## src/hw/mrl_pkg.sv

```systemverilog
// Shared constants and carriers for the serial link control block.
// Assumes a 10 MHz system clock and a 32-bit classic Wishbone master.
package mrl_pkg;
  localparam int unsigned CLK_HZ      = 10000000;
  localparam int unsigned CLK_MHZ     = CLK_HZ / 1000000;
  localparam int unsigned MS_CYC      = CLK_HZ / 1000;
  localparam int unsigned PROC_US     = 50;
  localparam int unsigned PROC_CYC    = PROC_US * CLK_MHZ;
  // Register byte offsets
  localparam logic [7:0] A_FMT   = 8'h00;
  localparam logic [7:0] A_WAIT  = 8'h04;
  localparam logic [7:0] A_TMO   = 8'h08;
  localparam logic [7:0] A_BCAST = 8'h0C;
  localparam logic [7:0] A_AXIS  = 8'h10;
  localparam logic [7:0] A_PROT  = 8'h14;
  localparam logic [7:0] A_SPEED = 8'h18;
  localparam logic [7:0] A_STAT  = 8'h1C;
  localparam logic [7:0] A_MASK  = 8'h20;
  localparam logic [7:0] A_STATE = 8'h24;
  // Reset values
  localparam logic [15:0] R_FMT   = 16'h0000;
  localparam logic [15:0] R_WAIT  = 16'h0000;
  localparam logic [15:0] R_TMO   = 16'h0000;
  localparam logic [15:0] R_BCAST = 16'h0000;
  localparam logic [6:0]  R_AXIS  = 7'h01;
  localparam logic [1:0]  R_PROT  = 2'h0;
  localparam logic [2:0]  R_SPEED = 3'h2;
  localparam logic [2:0]  FMT_MAX = 3'h5;
  // Broadcast word bits
  localparam int B_REPLY = 0;
  localparam int B_NOPROC = 1;
  localparam int B_STRB = 2;
  localparam int B_USEWAIT = 3;
  // Status / mask bits
  localparam int S_FRAME = 0;
  localparam int S_TMO   = 1;
  localparam int S_TX    = 2;
  localparam int S_W     = 3;
  localparam logic [7:0] BCAST_ADDR = 8'h00;
  // Bit time in cycles per line speed code
  localparam logic [15:0] BIT_CYC [0:7] = '{16'(CLK_HZ / 2400), 16'(CLK_HZ / 4800),
    16'(CLK_HZ / 9600), 16'(CLK_HZ / 19200), 16'(CLK_HZ / 38400), 16'(CLK_HZ / 57600),
    16'(CLK_HZ / 115200), 16'(CLK_HZ / 230400)};
  typedef enum logic [2:0] {ST_IDLE, ST_RECV, ST_PROC, ST_WAIT, ST_SEND} mrl_state_t;
  typedef struct packed {
    logic parity_en;
    logic parity_odd;
    logic two_stop;
  } mrl_fmt_t;
endpackage : mrl_pkg

```

## src/hw/mrl_link_ctrl.sv

```systemverilog
// Link control of a serial slave: framing, reply timing, timeout, broadcast.
// Assumes a byte receiver and transmitter outside; Wishbone classic registers.
// Operation
// - Format code picks parity and stop bits.
// - Extra wait before reply, 0 to 10000 ms.
// - Reply always needs some processing delay.
// - Timeout error when own requests stop arriving; broadcast requests also restart the timeout here.
// - Timeout setting zero disables the error.
// - Broadcast: reply if bit0, process unless bit1.
// - Bit3 picks wait or timeout for delay.
// - Broadcast delay is axis times selected ms.
// - Broadcast bit1 set suppresses any reply.
// - Bit2 clears strobe at block start.
// - Axis 1 to 127; zero disables link.
// - Protocol selector: standard, point, multidrop; here code 0 (standard) keeps the link disabled, like unused code 3.
// - Speed code 0 to 7, default 9600.
// - Format and link settings apply at power-on.
//
// Added by the designer: the register addresses and register access over Wishbone.
module mrl_link_ctrl import mrl_pkg::*; #(
  parameter int unsigned MS_CYCLES = MS_CYC
) (
  input  wire logic        clk_i,
  input  wire logic        rst_i,
  input  wire logic        wb_cyc_i,
  input  wire logic        wb_stb_i,
  input  wire logic        wb_we_i,
  input  wire logic [7:0]  wb_adr_i,
  input  wire logic [3:0]  wb_sel_i,
  input  wire logic [31:0] wb_dat_i,
  output logic      [31:0] wb_dat_o,
  output logic             wb_ack_o,
  input  wire logic        power_on_i,
  input  wire logic        rx_char_i,
  input  wire logic [7:0]  rx_byte_i,
  input  wire logic        exercise_held_i,
  input  wire logic        block_start_i,
  output mrl_fmt_t         fmt_o,
  output logic      [2:0]  speed_o,
  output logic      [1:0]  protocol_o,
  output logic             link_en_o,
  output logic             req_process_o,
  output logic             tx_start_o,
  output logic             strobe_clear_o,
  output logic             comm_timeout_o,
  output logic             irq_o
);
  logic [15:0] link_char_format, response_extra_wait, link_timeout_time, broadcast_behaviour;
  logic [6:0]  axis_address_setting;
  logic [1:0]  protocol_selector;
  logic [2:0]  line_speed_selector;
  logic [S_W-1:0] irq_status, irq_mask, next_status;
  // Active copies, loaded only at power-on
  logic [2:0]  act_fmt;
  logic [6:0]  act_axis;
  logic [19:0] sil_lim;
  logic [19:0] sil_cnt;
  mrl_state_t  state;
  logic [7:0]  req_addr;
  logic        is_bcast, is_own, frame_end, want_reply, do_proc;
  logic [15:0] proc_cnt, ms_sub, tmo_sub;
  logic [20:0] wait_ms, wait_sel;
  logic [15:0] tmo_ms;
  logic        load_pend;
  logic        wr, rd_hit;
  logic [31:0] rd_data;

  // Write lands at the edge where the master samples ack high
  assign wr = wb_cyc_i && wb_stb_i && wb_we_i && wb_ack_o;

  // Bus slave: one wait state, unmapped reads zero, writes dropped
  always_ff @(posedge clk_i) begin
    if (rst_i) begin
      wb_ack_o <= 1'b0;
      wb_dat_o <= 32'h00000000;
    end else begin
      wb_ack_o <= wb_cyc_i && wb_stb_i && !wb_ack_o;
      wb_dat_o <= rd_data;
    end
  end

  always_comb begin
    rd_hit  = 1'b1;
    rd_data = 32'h00000000;
    case (wb_adr_i)
      A_FMT:   rd_data[15:0] = link_char_format;
      A_WAIT:  rd_data[15:0] = response_extra_wait;
      A_TMO:   rd_data[15:0] = link_timeout_time;
      A_BCAST: rd_data[15:0] = broadcast_behaviour;
      A_AXIS:  rd_data[6:0]  = axis_address_setting;
      A_PROT:  rd_data[1:0]  = protocol_selector;
      A_SPEED: rd_data[2:0]  = line_speed_selector;
      A_STAT:  rd_data[S_W-1:0] = irq_status;
      A_MASK:  rd_data[S_W-1:0] = irq_mask;
      A_STATE: rd_data[10:0] = {link_en_o, act_axis, 3'(state)};
      default: rd_hit = 1'b0;
    endcase
  end

  // Stored settings; bits 4 to 15 of the broadcast word kept as written
  always_ff @(posedge clk_i) begin
    if (rst_i) begin
      link_char_format     <= R_FMT;
      response_extra_wait  <= R_WAIT;
      link_timeout_time    <= R_TMO;
      broadcast_behaviour  <= R_BCAST;
      axis_address_setting <= R_AXIS;
      protocol_selector    <= R_PROT;
      line_speed_selector  <= R_SPEED;
      irq_mask             <= '0;
    end else if (wr && rd_hit) begin
      case (wb_adr_i)
        A_FMT: begin
          if (wb_sel_i[0]) link_char_format[7:0] <= wb_dat_i[7:0];
          if (wb_sel_i[1]) link_char_format[15:8] <= wb_dat_i[15:8];
        end
        A_WAIT: begin
          if (wb_sel_i[0]) response_extra_wait[7:0] <= wb_dat_i[7:0];
          if (wb_sel_i[1]) response_extra_wait[15:8] <= wb_dat_i[15:8];
        end
        A_TMO: begin
          if (wb_sel_i[0]) link_timeout_time[7:0] <= wb_dat_i[7:0];
          if (wb_sel_i[1]) link_timeout_time[15:8] <= wb_dat_i[15:8];
        end
        A_BCAST: begin
          if (wb_sel_i[0]) broadcast_behaviour[7:0] <= wb_dat_i[7:0];
          if (wb_sel_i[1]) broadcast_behaviour[15:8] <= wb_dat_i[15:8];
        end
        A_AXIS:  if (wb_sel_i[0]) axis_address_setting <= wb_dat_i[6:0];
        A_PROT:  if (wb_sel_i[0]) protocol_selector <= wb_dat_i[1:0];
        A_SPEED: if (wb_sel_i[0]) line_speed_selector <= wb_dat_i[2:0];
        A_MASK:  if (wb_sel_i[0]) irq_mask <= wb_dat_i[S_W-1:0];
        default: ;
      endcase
    end
  end

  // Power-on load: a live rewrite must not disturb a frame in flight
  always_ff @(posedge clk_i) begin
    if (rst_i) begin
      load_pend  <= 1'b1;
      act_fmt    <= R_FMT[2:0];
      act_axis   <= R_AXIS;
      speed_o    <= R_SPEED;
      protocol_o <= R_PROT;
      fmt_o      <= '0;
      link_en_o  <= 1'b0;
      sil_lim    <= 20'hFFFFF;
    end else begin
      load_pend <= power_on_i;
      if (load_pend) begin
        // Out-of-range codes fall back to the default format
        act_fmt    <= (link_char_format > 16'(FMT_MAX)) ? R_FMT[2:0] : link_char_format[2:0];
        act_axis   <= axis_address_setting;
        speed_o    <= line_speed_selector;
        protocol_o <= protocol_selector;
      end
      fmt_o.parity_en  <= act_fmt < 3'h4;
      fmt_o.parity_odd <= act_fmt == 3'h2 || act_fmt == 3'h3;
      fmt_o.two_stop   <= act_fmt[0];
      link_en_o <= protocol_o != 2'h0 && protocol_o != 2'h3 && act_axis != 7'h00;
      // Start, 8 data, parity, stop bits, times 3.5
      sil_lim <= 20'((32'(BIT_CYC[speed_o]) * (32'd9 + 32'(fmt_o.parity_en)
                 + 32'(fmt_o.two_stop) + 32'd1) * 32'd7) >> 1);
    end
  end

  // A character on the closing cycle keeps the frame open
  assign frame_end = state == ST_RECV && !rx_char_i && sil_cnt >= sil_lim;
  assign is_bcast  = req_addr == BCAST_ADDR;
  assign is_own    = req_addr == {1'b0, act_axis};
  assign do_proc   = is_own || (is_bcast && !broadcast_behaviour[B_NOPROC]);
  assign want_reply = is_own || (is_bcast && broadcast_behaviour[B_REPLY]
                      && !broadcast_behaviour[B_NOPROC]);
  assign wait_sel  = broadcast_behaviour[B_USEWAIT] ? 21'(response_extra_wait)
                     : 21'(link_timeout_time);

  // Frame receive, processing delay, reply wait
  always_ff @(posedge clk_i) begin
    if (rst_i) begin
      state         <= ST_IDLE;
      sil_cnt       <= '0;
      req_addr      <= '0;
      proc_cnt      <= '0;
      ms_sub        <= '0;
      wait_ms       <= '0;
      req_process_o <= 1'b0;
      tx_start_o    <= 1'b0;
    end else begin
      req_process_o <= 1'b0;
      tx_start_o    <= 1'b0;
      sil_cnt <= rx_char_i ? 20'h00000 : (sil_cnt == 20'hFFFFF ? sil_cnt : sil_cnt + 20'h00001);
      case (state)
        ST_IDLE: if (rx_char_i && link_en_o) begin
          req_addr <= rx_byte_i;
          state    <= ST_RECV;
        end
        ST_RECV: if (frame_end) begin
          req_process_o <= do_proc && (is_own || is_bcast);
          proc_cnt      <= '0;
          ms_sub        <= '0;
          // Broadcast answers are staggered by axis number
          wait_ms <= is_bcast ? 21'(21'(act_axis) * wait_sel) : 21'(response_extra_wait);
          state   <= want_reply ? ST_PROC : ST_IDLE;
        end
        ST_PROC: begin
          proc_cnt <= proc_cnt + 16'h0001;
          if (proc_cnt >= 16'(PROC_CYC - 1)) state <= ST_WAIT;
        end
        ST_WAIT: begin
          if (wait_ms == 21'h000000) begin
            state <= ST_SEND;
          end else if (ms_sub >= 16'(MS_CYCLES - 1)) begin
            ms_sub  <= '0;
            wait_ms <= wait_ms - 21'h000001;
          end else begin
            ms_sub <= ms_sub + 16'h0001;
          end
        end
        ST_SEND: begin
          tx_start_o <= 1'b1;
          state      <= ST_IDLE;
        end
        default: state <= ST_IDLE;
      endcase
    end
  end

  // Timeout supervision while exercise right is held
  always_ff @(posedge clk_i) begin
    if (rst_i) begin
      tmo_sub <= '0;
      tmo_ms  <= '0;
    end else if (!exercise_held_i || (frame_end && (is_own || is_bcast))) begin
      tmo_sub <= '0;
      tmo_ms  <= '0;
    end else if (tmo_sub >= 16'(MS_CYCLES - 1)) begin
      tmo_sub <= '0;
      if (tmo_ms != 16'hFFFF) tmo_ms <= tmo_ms + 16'h0001;
    end else begin
      tmo_sub <= tmo_sub + 16'h0001;
    end
  end

  // Sticky events: a new event beats a same-cycle clear
  always_comb begin
    next_status = irq_status;
    if (wr && wb_adr_i == A_STAT && wb_sel_i[0]) next_status = next_status & ~wb_dat_i[S_W-1:0];
    if (frame_end) next_status[S_FRAME] = 1'b1;
    if (exercise_held_i && link_timeout_time != 16'h0000 && tmo_ms >= link_timeout_time)
      next_status[S_TMO] = 1'b1;
    if (state == ST_SEND) next_status[S_TX] = 1'b1;
  end

  always_ff @(posedge clk_i) begin
    if (rst_i) begin
      irq_status     <= '0;
      irq_o          <= 1'b0;
      comm_timeout_o <= 1'b0;
    end else begin
      irq_status     <= next_status;
      irq_o          <= |(next_status & irq_mask);
      comm_timeout_o <= next_status[S_TMO];
    end
  end

  always_ff @(posedge clk_i) begin
    if (rst_i) strobe_clear_o <= 1'b0;
    else strobe_clear_o <= block_start_i && broadcast_behaviour[B_STRB];
  end

  property p_fmt;
    @(posedge clk_i) disable iff (rst_i)
    act_fmt == 3'h4 |=> !fmt_o.parity_en && !fmt_o.two_stop;
  endproperty
  a_fmt: assert property (p_fmt) else $error("format code 4 gave wrong framing");

  property p_proc_gap;
    @(posedge clk_i) disable iff (rst_i)
    frame_end |=> !tx_start_o [*3];
  endproperty
  a_proc_gap: assert property (p_proc_gap) else $error("reply started without processing delay");

  property p_wait_load;
    @(posedge clk_i) disable iff (rst_i)
    frame_end && is_own |=> wait_ms == 21'($past(response_extra_wait)) && state == ST_PROC;
  endproperty
  a_wait_load: assert property (p_wait_load) else $error("own reply wait not loaded");

  property p_tmo_off;
    @(posedge clk_i) disable iff (rst_i)
    link_timeout_time == 16'h0000 && !irq_status[S_TMO] |=> !irq_status[S_TMO];
  endproperty
  a_tmo_off: assert property (p_tmo_off) else $error("timeout raised with zero setting");

  property p_tmo_reset;
    @(posedge clk_i) disable iff (rst_i)
    exercise_held_i && frame_end && is_own |=> tmo_ms == 16'h0000;
  endproperty
  a_tmo_reset: assert property (p_tmo_reset) else $error("own request did not restart timeout");

  property p_bc_proc;
    @(posedge clk_i) disable iff (rst_i)
    frame_end && is_bcast |=> req_process_o == !$past(broadcast_behaviour[B_NOPROC]);
  endproperty
  a_bc_proc: assert property (p_bc_proc) else $error("broadcast processing flag ignored");

  property p_bc_silent;
    @(posedge clk_i) disable iff (rst_i)
    frame_end && is_bcast && broadcast_behaviour[B_NOPROC] |=> state == ST_IDLE ##1 !tx_start_o;
  endproperty
  a_bc_silent: assert property (p_bc_silent) else $error("broadcast reply despite bit1");

  property p_bc_delay;
    @(posedge clk_i) disable iff (rst_i)
    frame_end && is_bcast && want_reply |=> wait_ms == 21'(21'(act_axis) * $past(wait_sel));
  endproperty
  a_bc_delay: assert property (p_bc_delay) else $error("broadcast delay not axis times setting");

  property p_strobe;
    @(posedge clk_i) disable iff (rst_i)
    block_start_i |=> strobe_clear_o == $past(broadcast_behaviour[B_STRB]);
  endproperty
  a_strobe: assert property (p_strobe) else $error("strobe auto clear mismatch");

  property p_axis0;
    @(posedge clk_i) disable iff (rst_i)
    act_axis == 7'h00 |=> !link_en_o;
  endproperty
  a_axis0: assert property (p_axis0) else $error("link enabled with axis zero");

  property p_silence;
    @(posedge clk_i) disable iff (rst_i)
    rx_char_i && state == ST_RECV |=> state == ST_RECV;
  endproperty
  a_silence: assert property (p_silence) else $error("frame ended while characters arrive");

  property p_prot_off;
    @(posedge clk_i) disable iff (rst_i)
    protocol_o == 2'h3 |=> !link_en_o;
  endproperty
  a_prot_off: assert property (p_prot_off) else $error("link enabled with unused protocol code");

  property p_tmo_set;
    @(posedge clk_i) disable iff (rst_i)
    exercise_held_i && link_timeout_time != 16'h0000 && tmo_ms >= link_timeout_time
      |=> irq_status[S_TMO] && comm_timeout_o;
  endproperty
  a_tmo_set: assert property (p_tmo_set) else $error("timeout elapsed but error not raised");
endmodule : mrl_link_ctrl

```

## config.mk

```make
export PLATFORM = sky130hd
export DESIGN_NAME = mrl_link_ctrl
export DESIGN_NICKNAME = d
export VERILOG_FILES = /design/src/hw/mrl_pkg.sv /design/src/hw/mrl_link_ctrl.sv
export SDC_FILE = /design/constraint.sdc
export NUM_CORES = 1
export LEC_CHECK = 0
export ABC_AREA = 0
export BUFFER_PORTS_ARGS = -buffer_cell sky130_fd_sc_hd__buf_2
export CAP_MARGIN = 40
export CORE_ASPECT_RATIO = 0.8
export CORE_MARGIN = 3
export CORE_UTILIZATION = 40
export DETAILED_ROUTE_END_ITERATION = 12
export SYNTH_ARGS = -nofsm -noshare
export SYNTH_HDL_FRONTEND = slang
export SYNTH_SLANG_ARGS = --single-unit
```

## constraint.sdc

```tcl
create_clock -name clk_i -period 8.51 [get_ports clk_i]
set_input_delay 0.4255 -clock clk_i [delete_from_list [all_inputs] [get_ports clk_i]]
set_output_delay 0.4255 -clock clk_i [all_outputs]
set_load 0.05 [all_outputs]
```

==> flow_summary.toml <==
[pwr]
p_leak_uw = 0.00902
ir_drop_mv = 0.152
p_per_area_mw_per_mm2 = 147
power_uw = 3000

[global_route]
grt_max_degree = 80
grt_pass1_wl_mm = 82.3
grt_overflow_total = 0
grt_pass1_vias = 15100
grt_usage_pct = 20.8
grt_util_met2_pct = 31.5
antenna_found_initial = 1
use_met1_pct = 30.2
busiest_layer = "met2"
grtUsageMet3_pct = 4.59

[timing]
post-route-period-util_pct = 82.3
slew_violations = 0
fin_skew_ns = 0.0254
final.min_clock_period_ns = 7.00
rsz0062_at_grt = "false"
fmax_mhz = 143
hold_viol = 0
finalSetupTns_ns = 0
worst_pin_slew_ns = 0.979
setup_viol = 0
slew_headroom_pct = 34.6

[synthesis]
avgSynthCellArea_sq_um = 8.40
netlist_instances = 2189
synth_common_cells = "dfxtp_1 (259), nor2_1 (234), nand2_1 (226)"
synth_edf_count = 0
synth_top_flop_cell = "dfxtp_1"
async_reset_ff_share_pct = 0
synth-seq-cells = 259
netlist.top_cell.by_area = "dfxtp_1"
synth.distinct_cells = 75
yosys_warnings = 0
synth.top_cells.by_area = "dfxtp_1 (28%), fa_1 (11%), ha_1 (9.8%)"
synth_top_cell_area_share_pct = 28.2
netlist_area_sq_mm = 0.0184
synth-seq-area-share_pct = 28.2
yosysMostFrequentCell = "dfxtp_1"

[clock_tree]
numCtsBuffers = 30
cts-resized-gates = 0
cts.htree.levels = 1
cts_tree = "yes"
hold_buffers = 0
clk_latency_ns = 0.59
cts.sinks = 259
path_clk_slew_ns = 0.06
cts_setup_buffers = 0
clockBufferDepth = 3
cts-root-buf = "clkbuf_16"

[floorplan]
die_h_um = 198
row_count = 69
start_util_pct = 41.0
dieArea_sq_mm = 0.0486
pin_count = 108
core-area_sq_mm = 0.0449
die_w_um = 246

[critical_path]
crit_top_cell = "ha_1"
cp-start-kind = "flip-flop"
cp_data_required_time_ns = 8.96
crit_fanout = 9
worstSetupEndpointType = "flip-flop"
worst_ep_arrival_time_ns = 7.45
slowest_stage = "fa_1"
cpPeakStageDelay_ns = 0.58
worstSetupPathType = "reg2reg"

[layout]
fin_cells = 2875
nets = 2553
final_core_util_pct = 45.6
drive_above_1_share_pct = 8.37
synthToLayoutAreaGrowth_pct = 11.3

[route]
vias = 15400
ant_nets = 0
dr.pass1.iters = 6
drc = 0
drtIter0Drc = 1189
wirelength_mm = 50.3
wl_per_cell_um = 17.5
avgViaCountPerCell = 5.36

[placement]
port-buffer-count = 73
gp_congestion = 0.857
dp_hpwl_mm = 38.4
dp.cells = 2818

[outcome]
status = "completed"

[flow_run]
drv_cap = 0

[min_path]
hold_path.class = "in2reg"
## report_power, final
group / total [uW] / switching, uW / internal [uW]
clock network: 1330 / 546 / 783
logic: 424 / 257 / 167
registers: 1250 / 8.44 / 1240
total: 3000 / 812 / 2190
## metrics by stage
stage	hold slack (ns)	cell area, sq um	worst slack (ns)
global placement	0.411	19300	1.69
finish	0.0734	20500	1.51
floorplan	0.392	18500	1.85
CTS	0.0508	20500	1.51
detailed placement	0.413	19400	1.55
global route	0.0668	20500	1.06
## layout make-up
type | instances | area (sq um)
diodes | 1 | 2.50
clock buffers | 38 | 831
clock inverters | 17 | 190
fillers | 4489 | 24400
inverters | 194 | 728
multi-input cells | 1659 | 12100
flip-flops and latches | 259 | 5180
well taps | 603 | 754
repair buffers | 104 | 648
## state kept, by name, indices dropped and copies added (netlist names), 3 cells and up
name	cells
wait_ms	21
axis_address_setting	7
proc_cnt	16
state	3
irq_mask	3
line_speed_selector	3
speed_o	3
broadcast_behaviour	16
act_axis	7
act_fmt	3
tmo_ms	16
link_char_format	16
sil_lim	20
req_addr	8
ms_sub	16
tmo_sub	16
fmt_o	3
response_extra_wait	16
sil_cnt	20
irq_status	3
wb_dat_o	16
link_timeout_time	16
## per-layer routing
layer,vias up,share of wire [%]
met5,-,0.026
met4,2,2.2
met3,75,6.5
met2,410,42
met1,7347,50
li1,7569,-
## cell families after synthesis
logic type	after synthesis	share of synthesized area, %
AOI/OAI and AO/OA	385	13.2
xor gates and xnor gates	100	4.76
adders and majority gates	244	20.7
buffers and inverters	289	6.27
DFF	259	28.2
muxes	110	5.99
other	1	0.0204
and+or+nand+nor	801	20.9
## worst paths after layout
| check | from | end | slack (ns) | cells past startpoint |
|---|---|---|---|---|
| min reg2reg | act_fmt[2] | fmt_o[2] | 0.42 | 1 |
| max reg2reg | speed_o[0] | sil_lim[18] | 1.51 | 26 |
| min | rx_byte_i[3] | req_addr[3] | 0.07 | 3 |
| max | speed_o[0] | sil_lim[18] | 1.51 | 26 |
## worst max-delay path: cells and delay by family (launching register included)
family	cells	cell delay (ns)
buf+inv	4	0.25
fa+ha+maj	7	2.46
compound gates	7	1.62
flops	1	0.40
simple gates	6	1.52
xor+xnor	2	0.61
## cells in the final DEF (no fill, tap or decap), drive strengths merged, types with 22 or more instances in the layout
cell type	instances
xor2	58
a21oi	116
inv	195
nor2b	31
o21ai	98
clkbuf	38
buf	104
nor3	51
ha	144
nand2b	27
mux2i	109
nor2	237
nor4	22
nand3	54
dfxtp	259
nand2	226
and3	34
a21o	33
xnor2	42
fa	100
and2	33
Power figures use the tool's default switching activity.
